<file path="config.mk">
export PLATFORM = sky130hd
export DESIGN_NAME = srpg_top
export DESIGN_NICKNAME = d
export VERILOG_FILES = /design/src/rtl/srpg_pkg.sv /design/src/rtl/srpg_gen.sv /design/src/rtl/srpg_top.sv
export VERILOG_INCLUDE_DIRS = /design/src /design/src/rtl
export SDC_FILE = /design/constraint.sdc
export NUM_CORES = 1
export LEC_CHECK = 0
export BUFFER_PORTS_ARGS = -buffer_cell sky130_fd_sc_hd__buf_2
export CAP_MARGIN = 20
export CORE_MARGIN = 1.5
export CORE_UTILIZATION = 40
export CTS_CLUSTER_DIAMETER = 50
export DETAILED_ROUTE_END_ITERATION = 6
export GPL_ROUTABILITY_DRIVEN = 1
export GPL_TIMING_DRIVEN = 1
export PLACE_DENSITY = 0.68
export SETUP_SLACK_MARGIN = 0.02
export SYNTH_ARGS = -nofsm -noshare
export SYNTH_HDL_FRONTEND = slang
export SYNTH_SLANG_ARGS = --single-unit
</file>
<file path="constraint.sdc">
create_clock -name CLK_SYS -period 2.2 [get_ports CLK_SYS]
set_input_delay 0.22 -clock CLK_SYS [delete_from_list [all_inputs] [get_ports CLK_SYS]]
set_output_delay 0.22 -clock CLK_SYS [all_outputs]
set_load 0.02 [all_outputs]
</file>
<file path="src/rtl/srpg_cfg.svh">
// constants for the receive override and pattern generator block
`ifndef SRPG_CFG_SVH
`define SRPG_CFG_SVH
`define SRPG_ADDR_W 12
`define SRPG_RXO_OFF 12'h008
`define SRPG_PGC_OFF 12'h00C
`define SRPG_STAT_OFF 12'h010
`define SRPG_RXO_EN_BIT 14
`define SRPG_LOS_HI 13
`define SRPG_LOS_LO 12
`define SRPG_EQ_HI 7
`define SRPG_EQ_LO 5
`define SRPG_ALIGN_BIT 3
`define SRPG_HALF_BIT 0
`define SRPG_RXO_RST 32'h0000_101E
`define SRPG_RXO_WMASK 32'h0000_7FFF
`define SRPG_RXO_NOVR 32'h0000_1008
`define SRPG_PAT_HI 29
`define SRPG_PAT_LO 20
`define SRPG_ERR_BIT 19
`define SRPG_MODE_HI 18
`define SRPG_MODE_LO 16
`define SRPG_PGC_RST 32'h0000_0000
`define SRPG_LOS_STAT_BIT 2
`define SRPG_LOS_CNT 8'h80
`define SRPG_LFSR_SEED 15'h7FFF
`endif

</file>
<file path="src/rtl/srpg_pkg.sv">
// types for the receive override and pattern generator block
package srpg_pkg;
	typedef enum logic [1:0] {
		SRPG_LOS_OFF = 2'h0,
		SRPG_LOS_RSV1 = 2'h1,
		SRPG_LOS_RSV2 = 2'h2,
		SRPG_LOS_HEAVY = 2'h3
	} srpg_los_e;
	typedef enum logic [2:0] {
		SRPG_GEN_OFF = 3'h0,
		SRPG_GEN_L15 = 3'h1,
		SRPG_GEN_L7 = 3'h2,
		SRPG_GEN_FIX = 3'h3,
		SRPG_GEN_BAL = 3'h4,
		SRPG_GEN_FRM = 3'h5,
		SRPG_GEN_RS6 = 3'h6,
		SRPG_GEN_RS7 = 3'h7
	} srpg_gen_e;
	typedef struct packed {
		logic [1:0] signal_loss_filter_sel;
		logic [2:0] rx_equalizer_code;
		logic align_en;
		logic half_rate;
	} srpg_rxset_s;
	typedef struct packed {
		logic [11:0] addr;
		logic [31:0] wdata;
		logic wr;
		logic rd;
	} srpg_req_s;
endpackage

</file>
<file path="src/rtl/srpg_gen.sv">
// pattern word generator feeding the transmit serializer
`timescale 1ns/1ps
`include "srpg_cfg.svh"
module srpg_gen #(
	parameter int W = 10
) (
	// clock and reset
	input wire logic clk,
	input wire logic nrst,
	// control
	input wire logic [2:0] mode,
	input wire logic [W-1:0] gen_pattern_word,
	input wire logic err_req,
	// output word
	output logic [W-1:0] word_q,
	output logic err_done
);
	import srpg_pkg::*;
	logic [14:0] lfsr_q;
	logic [14:0] lfsr_d;
	logic [1:0] phase_q;
	logic [2:0] mode_q;
	logic [W-1:0] word_d;
	logic [W-1:0] lfsr_bits;
	logic restart;
	// the lfsr and framing logic are sized for ten-bit words only
	if (W != 10) begin : g_bad_width
		$error("srpg_gen serves only 10-bit words");
	end
	assign restart = (mode != mode_q);
	// step the lfsr ten bits per word, one bit per loop pass
	// the word collects the ten new bits, oldest in the msb, so the
	// short lfsr still fills all ten bits of the word
	always_comb begin
		lfsr_d = lfsr_q;
		lfsr_bits = {W{1'b0}};
		for (int i = 0; i < W; i++) begin
			if (srpg_gen_e'(mode_q) == SRPG_GEN_L7)
				lfsr_d = {8'h00, lfsr_d[5:0], lfsr_d[6] ^ lfsr_d[5]};
			else
				lfsr_d = {lfsr_d[13:0], lfsr_d[14] ^ lfsr_d[13]};
			lfsr_bits = {lfsr_bits[W-2:0], lfsr_d[0]};
		end
	end
	// sequence state restarts on any mode change
	always_ff @(posedge clk or negedge nrst) begin
		if (!nrst) begin
			lfsr_q <= `SRPG_LFSR_SEED;
			phase_q <= 2'h0;
			mode_q <= 3'h0;
		end else begin
			mode_q <= mode;
			if (restart) begin
				lfsr_q <= `SRPG_LFSR_SEED;
				phase_q <= 2'h0;
			end else begin
				lfsr_q <= lfsr_d;
				phase_q <= phase_q + 2'h1;
			end
		end
	end
	// word select; reserved modes send zeros like disabled
	always_comb begin
		unique case (srpg_gen_e'(mode_q))
			SRPG_GEN_L15: word_d = lfsr_bits;
			SRPG_GEN_L7: word_d = lfsr_bits;
			SRPG_GEN_FIX: word_d = gen_pattern_word;
			SRPG_GEN_BAL:
				word_d = phase_q[0] ? ~gen_pattern_word
					: gen_pattern_word;
			SRPG_GEN_FRM: begin
				unique case (phase_q)
					2'h0: word_d = {W{1'b0}};
					2'h1: word_d = gen_pattern_word;
					2'h2: word_d = {W{1'b1}};
					default: word_d = ~gen_pattern_word;
				endcase
			end
			default: word_d = {W{1'b0}};
		endcase
	end
	// a restart zeroes the word, so the error waits one cycle for it
	assign err_done = err_req && !restart;
	// one word per clock; error flips the lsb once
	always_ff @(posedge clk or negedge nrst) begin
		if (!nrst)
			word_q <= {W{1'b0}};
		else if (restart)
			word_q <= {W{1'b0}};
		else
			word_q <= word_d ^ {{(W-1){1'b0}}, err_done};
	end
	frame_restart_a: assert property (@(posedge clk) disable iff (!nrst)
		restart |=> word_q == '0)
		else $error("word not cleared on mode change");
	fixed_word_a: assert property (@(posedge clk) disable iff (!nrst)
		mode_q == 3'h3 && !restart && !err_req |=>
		word_q == $past(gen_pattern_word))
		else $error("fixed word mismatch");
endmodule

</file>
<file path="src/rtl/srpg_top.sv">
// receive override and pattern generator control registers
`timescale 1ns/1ps
`include "srpg_cfg.svh"
module srpg_top #(
	parameter int LOS_N = 128
) (
	// clock and reset
	input wire logic CLK_SYS,
	input wire logic NRST,
	// register port
	input wire logic [`SRPG_ADDR_W-1:0] ADDR,
	input wire logic [31:0] WDATA,
	input wire logic WR,
	input wire logic RD,
	output logic [31:0] RDATA,
	// receive side
	input wire logic RX_SIGNAL_PRESENT,
	input wire srpg_pkg::srpg_rxset_s RX_STATUS_SET,
	output srpg_pkg::srpg_rxset_s RX_APPLIED_SET,
	output logic SIGNAL_LOSS_FLAG,
	// transmit side
	output logic [9:0] TX_WORD
);
	import srpg_pkg::*;
	logic [31:0] rxo_q;
	logic [31:0] pgc_q;
	logic [31:0] rdata_d;
	logic [7:0] los_cnt_q;
	logic los_q;
	logic raw_loss;
	logic err_done;
	logic ovr_en;
	srpg_rxset_s ovr_set;
	srpg_los_e los_sel;
	// the eight-bit counter also relies on this range
	if (LOS_N < 123 || LOS_N > 133) begin : g_bad_los
		$error("loss count outside 128 +/- 5");
	end
	// receive override register; preserve bits below bit 15 kept as written, bits 31:15 stay zero
	always_ff @(posedge CLK_SYS or negedge NRST) begin
		if (!NRST)
			rxo_q <= `SRPG_RXO_RST;
		else if (WR && ADDR == `SRPG_RXO_OFF)
			rxo_q <= WDATA & `SRPG_RXO_WMASK | rxo_q & ~`SRPG_RXO_WMASK;
	end
	// generator control; trigger self-clears once the error is sent
	always_ff @(posedge CLK_SYS or negedge NRST) begin
		if (!NRST)
			pgc_q <= `SRPG_PGC_RST;
		else if (WR && ADDR == `SRPG_PGC_OFF)
			pgc_q <= {2'h0, WDATA[`SRPG_PAT_HI:`SRPG_MODE_LO], 16'h0000};
		else if (err_done)
			pgc_q[`SRPG_ERR_BIT] <= 1'b0;
	end
	assign ovr_en = rxo_q[`SRPG_RXO_EN_BIT];
	assign ovr_set = '{
		signal_loss_filter_sel: rxo_q[`SRPG_LOS_HI:`SRPG_LOS_LO],
		rx_equalizer_code: rxo_q[`SRPG_EQ_HI:`SRPG_EQ_LO],
		align_en: rxo_q[`SRPG_ALIGN_BIT],
		half_rate: rxo_q[`SRPG_HALF_BIT]};
	// overrides win only while enabled
	assign RX_APPLIED_SET = ovr_en ? ovr_set : RX_STATUS_SET;
	assign los_sel = srpg_los_e'(RX_APPLIED_SET.signal_loss_filter_sel);
	assign raw_loss = !RX_SIGNAL_PRESENT;
	// loss filter; clock is taken as the prescaler output clock
	always_ff @(posedge CLK_SYS or negedge NRST) begin
		if (!NRST) begin
			los_cnt_q <= 8'h00;
			los_q <= 1'b0;
		end else if (los_sel == SRPG_LOS_HEAVY) begin
			if (!raw_loss) begin
				los_cnt_q <= 8'h00;
				los_q <= 1'b0;
			end else if (los_cnt_q == 8'(LOS_N - 1)) begin
				los_q <= 1'b1;
			end else begin
				// a flag left from passthrough must not skip the count
				los_cnt_q <= los_cnt_q + 8'h01;
				los_q <= 1'b0;
			end
		end else begin
			// disabled and reserved codes pass the raw level
			los_cnt_q <= 8'h00;
			los_q <= raw_loss;
		end
	end
	assign SIGNAL_LOSS_FLAG = los_q;
	// readback mux
	always_comb begin
		rdata_d = 32'h0000_0000;
		unique case (ADDR)
			`SRPG_RXO_OFF: rdata_d = rxo_q;
			`SRPG_PGC_OFF: rdata_d = pgc_q;
			`SRPG_STAT_OFF: rdata_d[`SRPG_LOS_STAT_BIT] = los_q;
			default: rdata_d = 32'h0000_0000;
		endcase
	end
	always_ff @(posedge CLK_SYS or negedge NRST) begin
		if (!NRST)
			RDATA <= 32'h0000_0000;
		else if (RD)
			RDATA <= rdata_d;
		else
			RDATA <= 32'h0000_0000;
	end
	srpg_gen #(
		.W(10)
	) u_gen (
		.clk(CLK_SYS),
		.nrst(NRST),
		.mode(pgc_q[`SRPG_MODE_HI:`SRPG_MODE_LO]),
		.gen_pattern_word(pgc_q[`SRPG_PAT_HI:`SRPG_PAT_LO]),
		.err_req(pgc_q[`SRPG_ERR_BIT]),
		.word_q(TX_WORD),
		.err_done(err_done)
	);
	override_mux_a: assert property (@(posedge CLK_SYS) disable iff (!NRST)
		!ovr_en |-> RX_APPLIED_SET == RX_STATUS_SET)
		else $error("override applied while disabled");
	heavy_count_a: assert property (@(posedge CLK_SYS) disable iff (!NRST)
		los_sel == SRPG_LOS_HEAVY && los_cnt_q < 8'(LOS_N - 1)
		&& raw_loss |=> !los_q)
		else $error("loss flag too early");
	heavy_clear_a: assert property (@(posedge CLK_SYS) disable iff (!NRST)
		los_sel == SRPG_LOS_HEAVY && !raw_loss |=> !los_q)
		else $error("loss flag stuck with signal");
	err_once_a: assert property (@(posedge CLK_SYS) disable iff (!NRST)
		err_done && !WR |=> !pgc_q[`SRPG_ERR_BIT])
		else $error("error trigger not cleared");
	stat_read_a: assert property (@(posedge CLK_SYS) disable iff (!NRST)
		RD && ADDR == `SRPG_STAT_OFF |=> RDATA[2] == $past(los_q))
		else $error("status loss bit wrong");
	pgc_resv_a: assert property (@(posedge CLK_SYS) disable iff (!NRST)
		pgc_q[15:0] == 16'h0000 && pgc_q[31:30] == 2'h0)
		else $error("reserved generator bits set");
	rxo_hold_a: assert property (@(posedge CLK_SYS) disable iff (!NRST)
		!(WR && ADDR == `SRPG_RXO_OFF) |=> $stable(rxo_q))
		else $error("override register changed without write");
endmodule

</file>
After elaboration in Yosys (flattened, before gate mapping)
Index checks and enable logic that the tools add are counted.
- output and inout bits: 50
- logic and storage cells: 86
- input bits: 56
- flip-flop bits (word level): 117
- reduce and logical (&&, ||, !) cells: 8
- add/sub/neg operators: 2
- equal/unequal tests: 14
- multiplexer cells: 29
- bitwise logic cells: 23
- operator list (kind ; count):
    2-to-1 mux 15 bit ; 11
    one-hot mux 29 bit (2 select lines) ; 1
    one-hot mux 10 bit (4 select lines) ; 1
    2-to-1 mux 32 bit ; 1
    bitwise OR 15 x 32 -> 32 bit ; 1
    one-hot mux 10 bit (3 select lines) ; 1
    equality test 12 x 4 -> 1 bit (second input constant) ; 2
    2-to-1 mux 8 bit ; 3
    2-to-1 mux 10 bit ; 2
    XOR 1 bit ; 20
    equality test 12 x 5 -> 1 bit (second input constant) ; 1
    inverter 10 bit ; 1
    XOR 10 x 1 -> 10 bit ; 1
    adder 8 x 1 -> 8 bit (second input constant) ; 1
    equality test 8 x 7 -> 1 bit (second input constant) ; 1
    2-to-1 mux 7 bit ; 1
    equality test 3 x 2 -> 1 bit (second input constant) ; 2
    equality test 3 bit (second input constant) ; 2
    2-to-1 mux 1 bit ; 5
    equality test 2 bit (second input constant) ; 2
    2-to-1 mux 2 bit ; 2
    equality test 3 x 1 -> 1 bit (second input constant) ; 1
    logical AND 1 bit ; 3
    != test 3 bit ; 1
    8 further kinds ; 9

Longest topological paths before layout
- depth in word-level cells: 23
- depth in mapped cells: 8

Modules after synthesis
From an unflattened synthesis, not the netlist that was laid out.
- cells, all modules: 390
- area, all modules: 4583.1 um^2
- modules (own cells, without submodules) (module ; instances ; cells each ; area each (um^2)):
    srpg_top ; 1 ; 195 ; 2745.1
    srpg_gen ; 1 ; 195 ; 1838.0

Worst setup path after synthesis
Ideal clock, no wire load.
- kind: register to register
- start point: reg u_gen.mode_q[0]
- end point: reg u_gen.word_q[0]
- data arrival time: 1.724 ns
- slack: 0.396 ns
- library setup time: 0.079 ns
- data required time: 2.121 ns
- clock period less this slack: 1.804 ns
- cell stages (with the launch flop): 8
- cells stage by stage: dfrtp_1 -> buf_2 -> or3b_1 -> buf_2 -> mux2i_1 -> xor2_1 -> o31ai_1 -> mux2i_1
- cells in the longest elaborated chain, start to end: 16
- elaborated cells on any way between the ends: 26
- classes of those cells: eq/ne (6); mux (12); bitwise (5); reduce/logical (3)
- ends and longest elaborated chain (item ; line ; text):
    start, declared ; srpg_gen.sv:22 ; logic [2:0] mode_q;
    start signal, assigned ; srpg_gen.sv:52 ; mode_q <= mode;
    equality test 3 x 2 -> 1 bit ; srpg_gen.sv:38, srpg_gen.sv:64 ;
    2-to-1 mux 15 bit (2 in series) ; srpg_gen.sv:38 ; if (srpg_gen_e'(mode_q) == SRPG_GEN_L7)
    XOR 1 bit / 2-to-1 mux 15 bit (equally long branches) ; srpg_gen.sv:41, srpg_gen.sv:38 ;
    2-to-1 mux 15 bit / XOR 1 bit (equally long branches) ; srpg_gen.sv:38, srpg_gen.sv:41 ;
    2-to-1 mux 15 bit (6 in series) ; srpg_gen.sv:38 ;
    XOR 1 bit ; srpg_gen.sv:39 ; lfsr_d = {8'h00, lfsr_d[5:0], lfsr_d[6] ^ lfsr_d[5]};
    2-to-1 mux 15 bit ; srpg_gen.sv:38 ;
    one-hot mux 10 bit (4 select lines) ; srpg_gen.sv:64 ; unique case (srpg_gen_e'(mode_q))
    XOR 10 x 1 -> 10 bit ; srpg_gen.sv:91 ; word_q <= word_d ^ {{(W-1){1'b0}}, err_done};
    2-to-1 mux 10 bit * ; srpg_gen.sv:88 ; else if (restart)
    end signal, assigned ; srpg_gen.sv:87 ; word_q <= {W{1'b0}};
    end signal, assigned ; srpg_gen.sv:89 ; word_q <= {W{1'b0}};
    end signal, assigned ; srpg_gen.sv:91 ;
    end, declared ; srpg_gen.sv:15 ; output logic [W-1:0] word_q,
Mark *: on every way between the ends. The rest lies on a longest branch, timed or not.
A chain may end at the register's enable or synchronous reset.

Worst setup path after layout
- start point: reg u_gen.phase_q[0]
- end point: reg u_gen.word_q[0]
- cells in the longest elaborated chain, start to end: 5
- elaborated cells on any way between the ends: 8
- classes of those cells: eq/ne (2); mux (4); bitwise (1); reduce/logical (1)
- ends and longest elaborated chain (item ; line ; text):
    start, declared ; srpg_gen.sv:21 ; logic [1:0] phase_q;
    start signal, assigned ; srpg_gen.sv:58 ; phase_q <= phase_q + 2'h1;
    equality test 2 bit (tied with other cells) ; srpg_gen.sv:72 ; unique case (phase_q)
    one-hot mux 10 bit (3 select lines) ; srpg_gen.sv:72 ;
    one-hot mux 10 bit (4 select lines) * ; srpg_gen.sv:64 ;
    XOR 10 x 1 -> 10 bit * ; srpg_gen.sv:91 ;
    2-to-1 mux 10 bit * ; srpg_gen.sv:88 ;
Marked as above.

==> qor.csv <==
stage;metric;value;unit
setup_path;cp-startpoint;u_gen.phase_q[0];
floorplan;dieArea;0.0117;sq mm
power;leakagePower;2.74;nW
logic_synthesis;synth-seq-cells;98;
detailed_routing;drtIter0Drc;100;
logic_synthesis;synth-seq-area-share;56.0;%
layout;post-route-cell-area;0.00535;sq mm
power;p_int;0.00313;W
worst_hold_path;hold_path_class;primary input to flip-flop;
sta;rsz0062_at_grt;false;
logic_synthesis;yosys-top-cells-count;dfrtp_1 (78), nand2_1 (38), and2_1 (29), mux2_2 (24), nor2_1 (24);
logic_synthesis;ys.flop_type;dfrtp_1;
placement;place.gp.congestion;0.801;
power;pwr-share-clk;27.9;%
logic_synthesis;async_flop_share;100;%
job;maxCapViolCount;0;
clocking;cts-buffers-inserted;9;
floorplan;dieHeight;108;um
setup_path;crit_path_start_kind;flip-flop;
power;p_sw_share;30.3;%
setup_path;arrival;2190;ps
placement;post_dp_cell_area;0.00510;sq mm
clocking;cts_root_buf;clkbuf_8;
setup_path;rr_startpoint;u_gen.phase_q[0];
sta;fmax;511;MHz
sta;timing_hold_violations_final;0;
logic_synthesis;synth_enable_flop_cells;0;
clocking;clock_sinks;98;
sta;period_share;89.0;%
layout;final_cell_count_no_fill;634;
logic_synthesis;synth_cell_types;51;
power;vdd_ir_drop_max;0.000405;V
floorplan;coreArea;0.0108;sq mm
logic_synthesis;synth.area.top_cells;dfrtp_1 (44%), dfstp_2 (12%), mux2_2 (6.1%);
sta;fin_tns_setup;0;ps
sta;drv_slew;0;
setup_path;cp_data_required_time;2440;ps
clocking;htree_num_levels;3;
sta;timing.final.crit_period;1960;ps
global_routing;grt_pass1_vias;3210;
layout;diodes;0;
layout;register_area;0.00248;sq mm
detailed_routing;routed_wl;9150;um
setup_path;cp-end-kind;flip-flop;
clocking;clock_latency;370;ps
sta;setup_violations;0;
logic_synthesis;synth.largest_area_cell;dfrtp_1;
layout;area.growth.synth_to_final;20.9;%
detailed_routing;drcViolationCount;0;
layout;post_route_cells_drive_above_1_share;36.4;%
power;p_switching;0.00136;W
logic_synthesis;ys_warn_count;0;
logic_synthesis;synth_top_family_by_area;simple AND/OR/NAND/NOR gates;
power;powerDensity;839;mW/mm^2
global_routing;grt_first_pass_wirelength;15200;um
worst_hold_path;hold_depth;2;
clocking;cts_buffer_depth;2;
logic_synthesis;synth_top_area_share;44.1;%
detailed_routing;first_pass_iters;5;
power;p_seq_share;51.3;%
logic_synthesis;muxShareOfSynthArea;10.0;%
layout;final_util;49.5;%
logic_synthesis;syn_nets;445;
logic_synthesis;yosysMostFrequentCell;dfrtp_1;
sta;fin_hold_ws;61.1;ps
floorplan;die_w;108;um
placement;placed_cells;616;
worst_hold_path;min_from;WDATA[10];
layout;fillerInstances;987;
detailed_routing;postRouteAntennaNets;0;
logic_synthesis;postSynthCellCount;385;
floorplan;start_util;41.0;%
placement;hpwl;6660;um
detailed_routing;num_vias;3184;
global_routing;grt_overflow;0;
logic_synthesis;synth.avg_cell_area;11.5;sq um
clocking;cts_tree;yes;
logic_synthesis;synth_xor_area_share;4.95;%
floorplan;rows;38;
status;outcome;finished, final reports clean;
power;p_comb_share;20.8;%
logic_synthesis;synth_compound_area_share;9.85;%
global_routing;antenna_found_initial;0;
logic_synthesis;synth_simple_gate_area_share;15.1;%
logic_synthesis;synthAdderAreaFrac;1.13;%
detailed_routing;wl_per_cell;14.4;um
logic_synthesis;syn_area;0.00442;sq mm
layout;fin_nets;549;
setup_path;worstSetupPathType;flip-flop to flip-flop;
clocking;cts-resized-gates;0;
setup_path;critPathMaxFanout;6;
floorplan;io_pins;106;
sta;fin_skew;13.9;ps
detailed_routing;viasPerCell;5.02;
clocking;clk_pin_slew;100;ps
setup_path;r2r_slack;240;ps
setup_path;ff2ff_path_depth;7;
layout;multi_input_area;0.00182;sq mm
global_routing;grt_usage;16.6;%
placement;port-buffer-count;102;
global_routing;grt_max_degree;44;
[sequential cells by signal, indices dropped and copies added (netlist names)]
signal	count
u_gen.word_q	10
u_gen.mode_q	3
los_cnt_q	8
u_gen.phase_q	2
SIGNAL_LOSS_FLAG	1
RDATA	30
u_gen.lfsr_q	15
pgc_q	14
rxo_q	15
[kinds of logic (layout without fill, tap and decap cells)]
logic type / count (synthesis) / after routing
buffers and inverters: 28 / 137
xor gates and xnor gates: 25 / 25
DFF: 98 / 98
muxes: 40 / 40
other: 1 / 1
and+or+nand+nor: 122 / 122
AOI/OAI and AO/OA: 67 / 67
adders and majority gates: 4 / 4
[critical path, stage by stage, from the launching register on]
cell,delay (ps)
dfrtp_1,430
inv_1,80
ha_1,280
nor2_1,370
a221oi_1,140
a211oi_1,250
o31ai_1,130
mux2i_1,140
[worst paths after layout]
path | endpoint
worst max-delay path | u_gen.word_q[0]
worst min-delay path | rxo_q[10]
worst max register to register | u_gen.word_q[0]
worst min register to register | u_gen.lfsr_q[11]
max in group asynchronous | u_gen.lfsr_q[9]
min in group asynchronous | RDATA[25]
[cell usage in the layout, fill, tap and decap left out, types with 2 or more instances in the layout]
master         netlist  final
and2_1              29     29
dlygate4sd3_1        0      2
nand2_1             38     38
dfstp_2             20     20
xnor2_1              8      8
mux2i_1              6      6
ha_1                 4      4
mux2_1              10     10
nand3b_1             2      2
mux2_2              24     24
a31oi_1              4      4
nand3_1              5      5
buf_4                2     11
o21ai_0             14     14
nand2b_1             2      2
and3_1               2      2
a2111oi_0            2      2
a21oi_1             18     18
nor2_1              24     24
buf_2                3    101
a211oi_1             8      8
o211ai_1             5      5
inv_1                6      6
nor3_1               2      2
clkbuf_8             0     12
nor2b_1              4      4
o21bai_1             3      3
inv_6                0      2
a221oi_1             5      5
a22oi_1              2      2
o31ai_1              2      2
xor2_1              17     17
dfrtp_1             78     78
nor4_1               2      2
[timing repair]
action                                 4_1_cts  5_1_grt
endpoints found under the hold margin       22        0
buffers inserted                             0        0
hold buffers                                 2        0
[per-layer routing]
| layer | vias to the layer above | track usage, % | part of all wire, % | wire length (um) |
|---|---|---|---|---|
| met5 | - | 0 | 0 | 0 |
| met1 | 1534 | 20.3 | 44 | 4030 |
| met2 | 103 | 27.9 | 48 | 4380 |
| li1 | 1535 | - | - | - |
| met3 | 12 | 5.79 | 6.8 | 619 |
| met4 | 0 | 4.51 | 1.2 | 110 |
[final cells by class]
class / instances / area share [%]
clock buffers: 12 / 3.09
clock inverters: 4 / 1.05
inverters: 6 / 0.421
multi-input cells: 259 / 34.1
flip-flops and latches: 98 / 46.3
well taps: 140 / 3.28
repair buffers: 115 / 11.8
[per-stage QoR]
stage / setup slack, ps / power (W)
after global routing: 130 / 0.00475
after floorplan: 396 / 0.00295
after global placement: 310 / 0.00323
final: 243 / 0.00448
after detailed placement: 260 / 0.00327
after CTS: 255 / 0.00454
[power by group through the flow]
stage / Combinational (W) / Clock, W / Sequential (W)
6_report: 0.000932 / 0.00125 / 0.00230
3_5_place_dp: 0.000938 / 0 / 0.00233
3_3_place_gp: 0.000906 / 0 / 0.00232
2_1_floorplan: 0.000724 / 0 / 0.00223
5_1_grt: 0.00105 / 0.00138 / 0.00232
4_1_cts: 0.000941 / 0.00130 / 0.00230
Power figures use the tool's default switching activity.
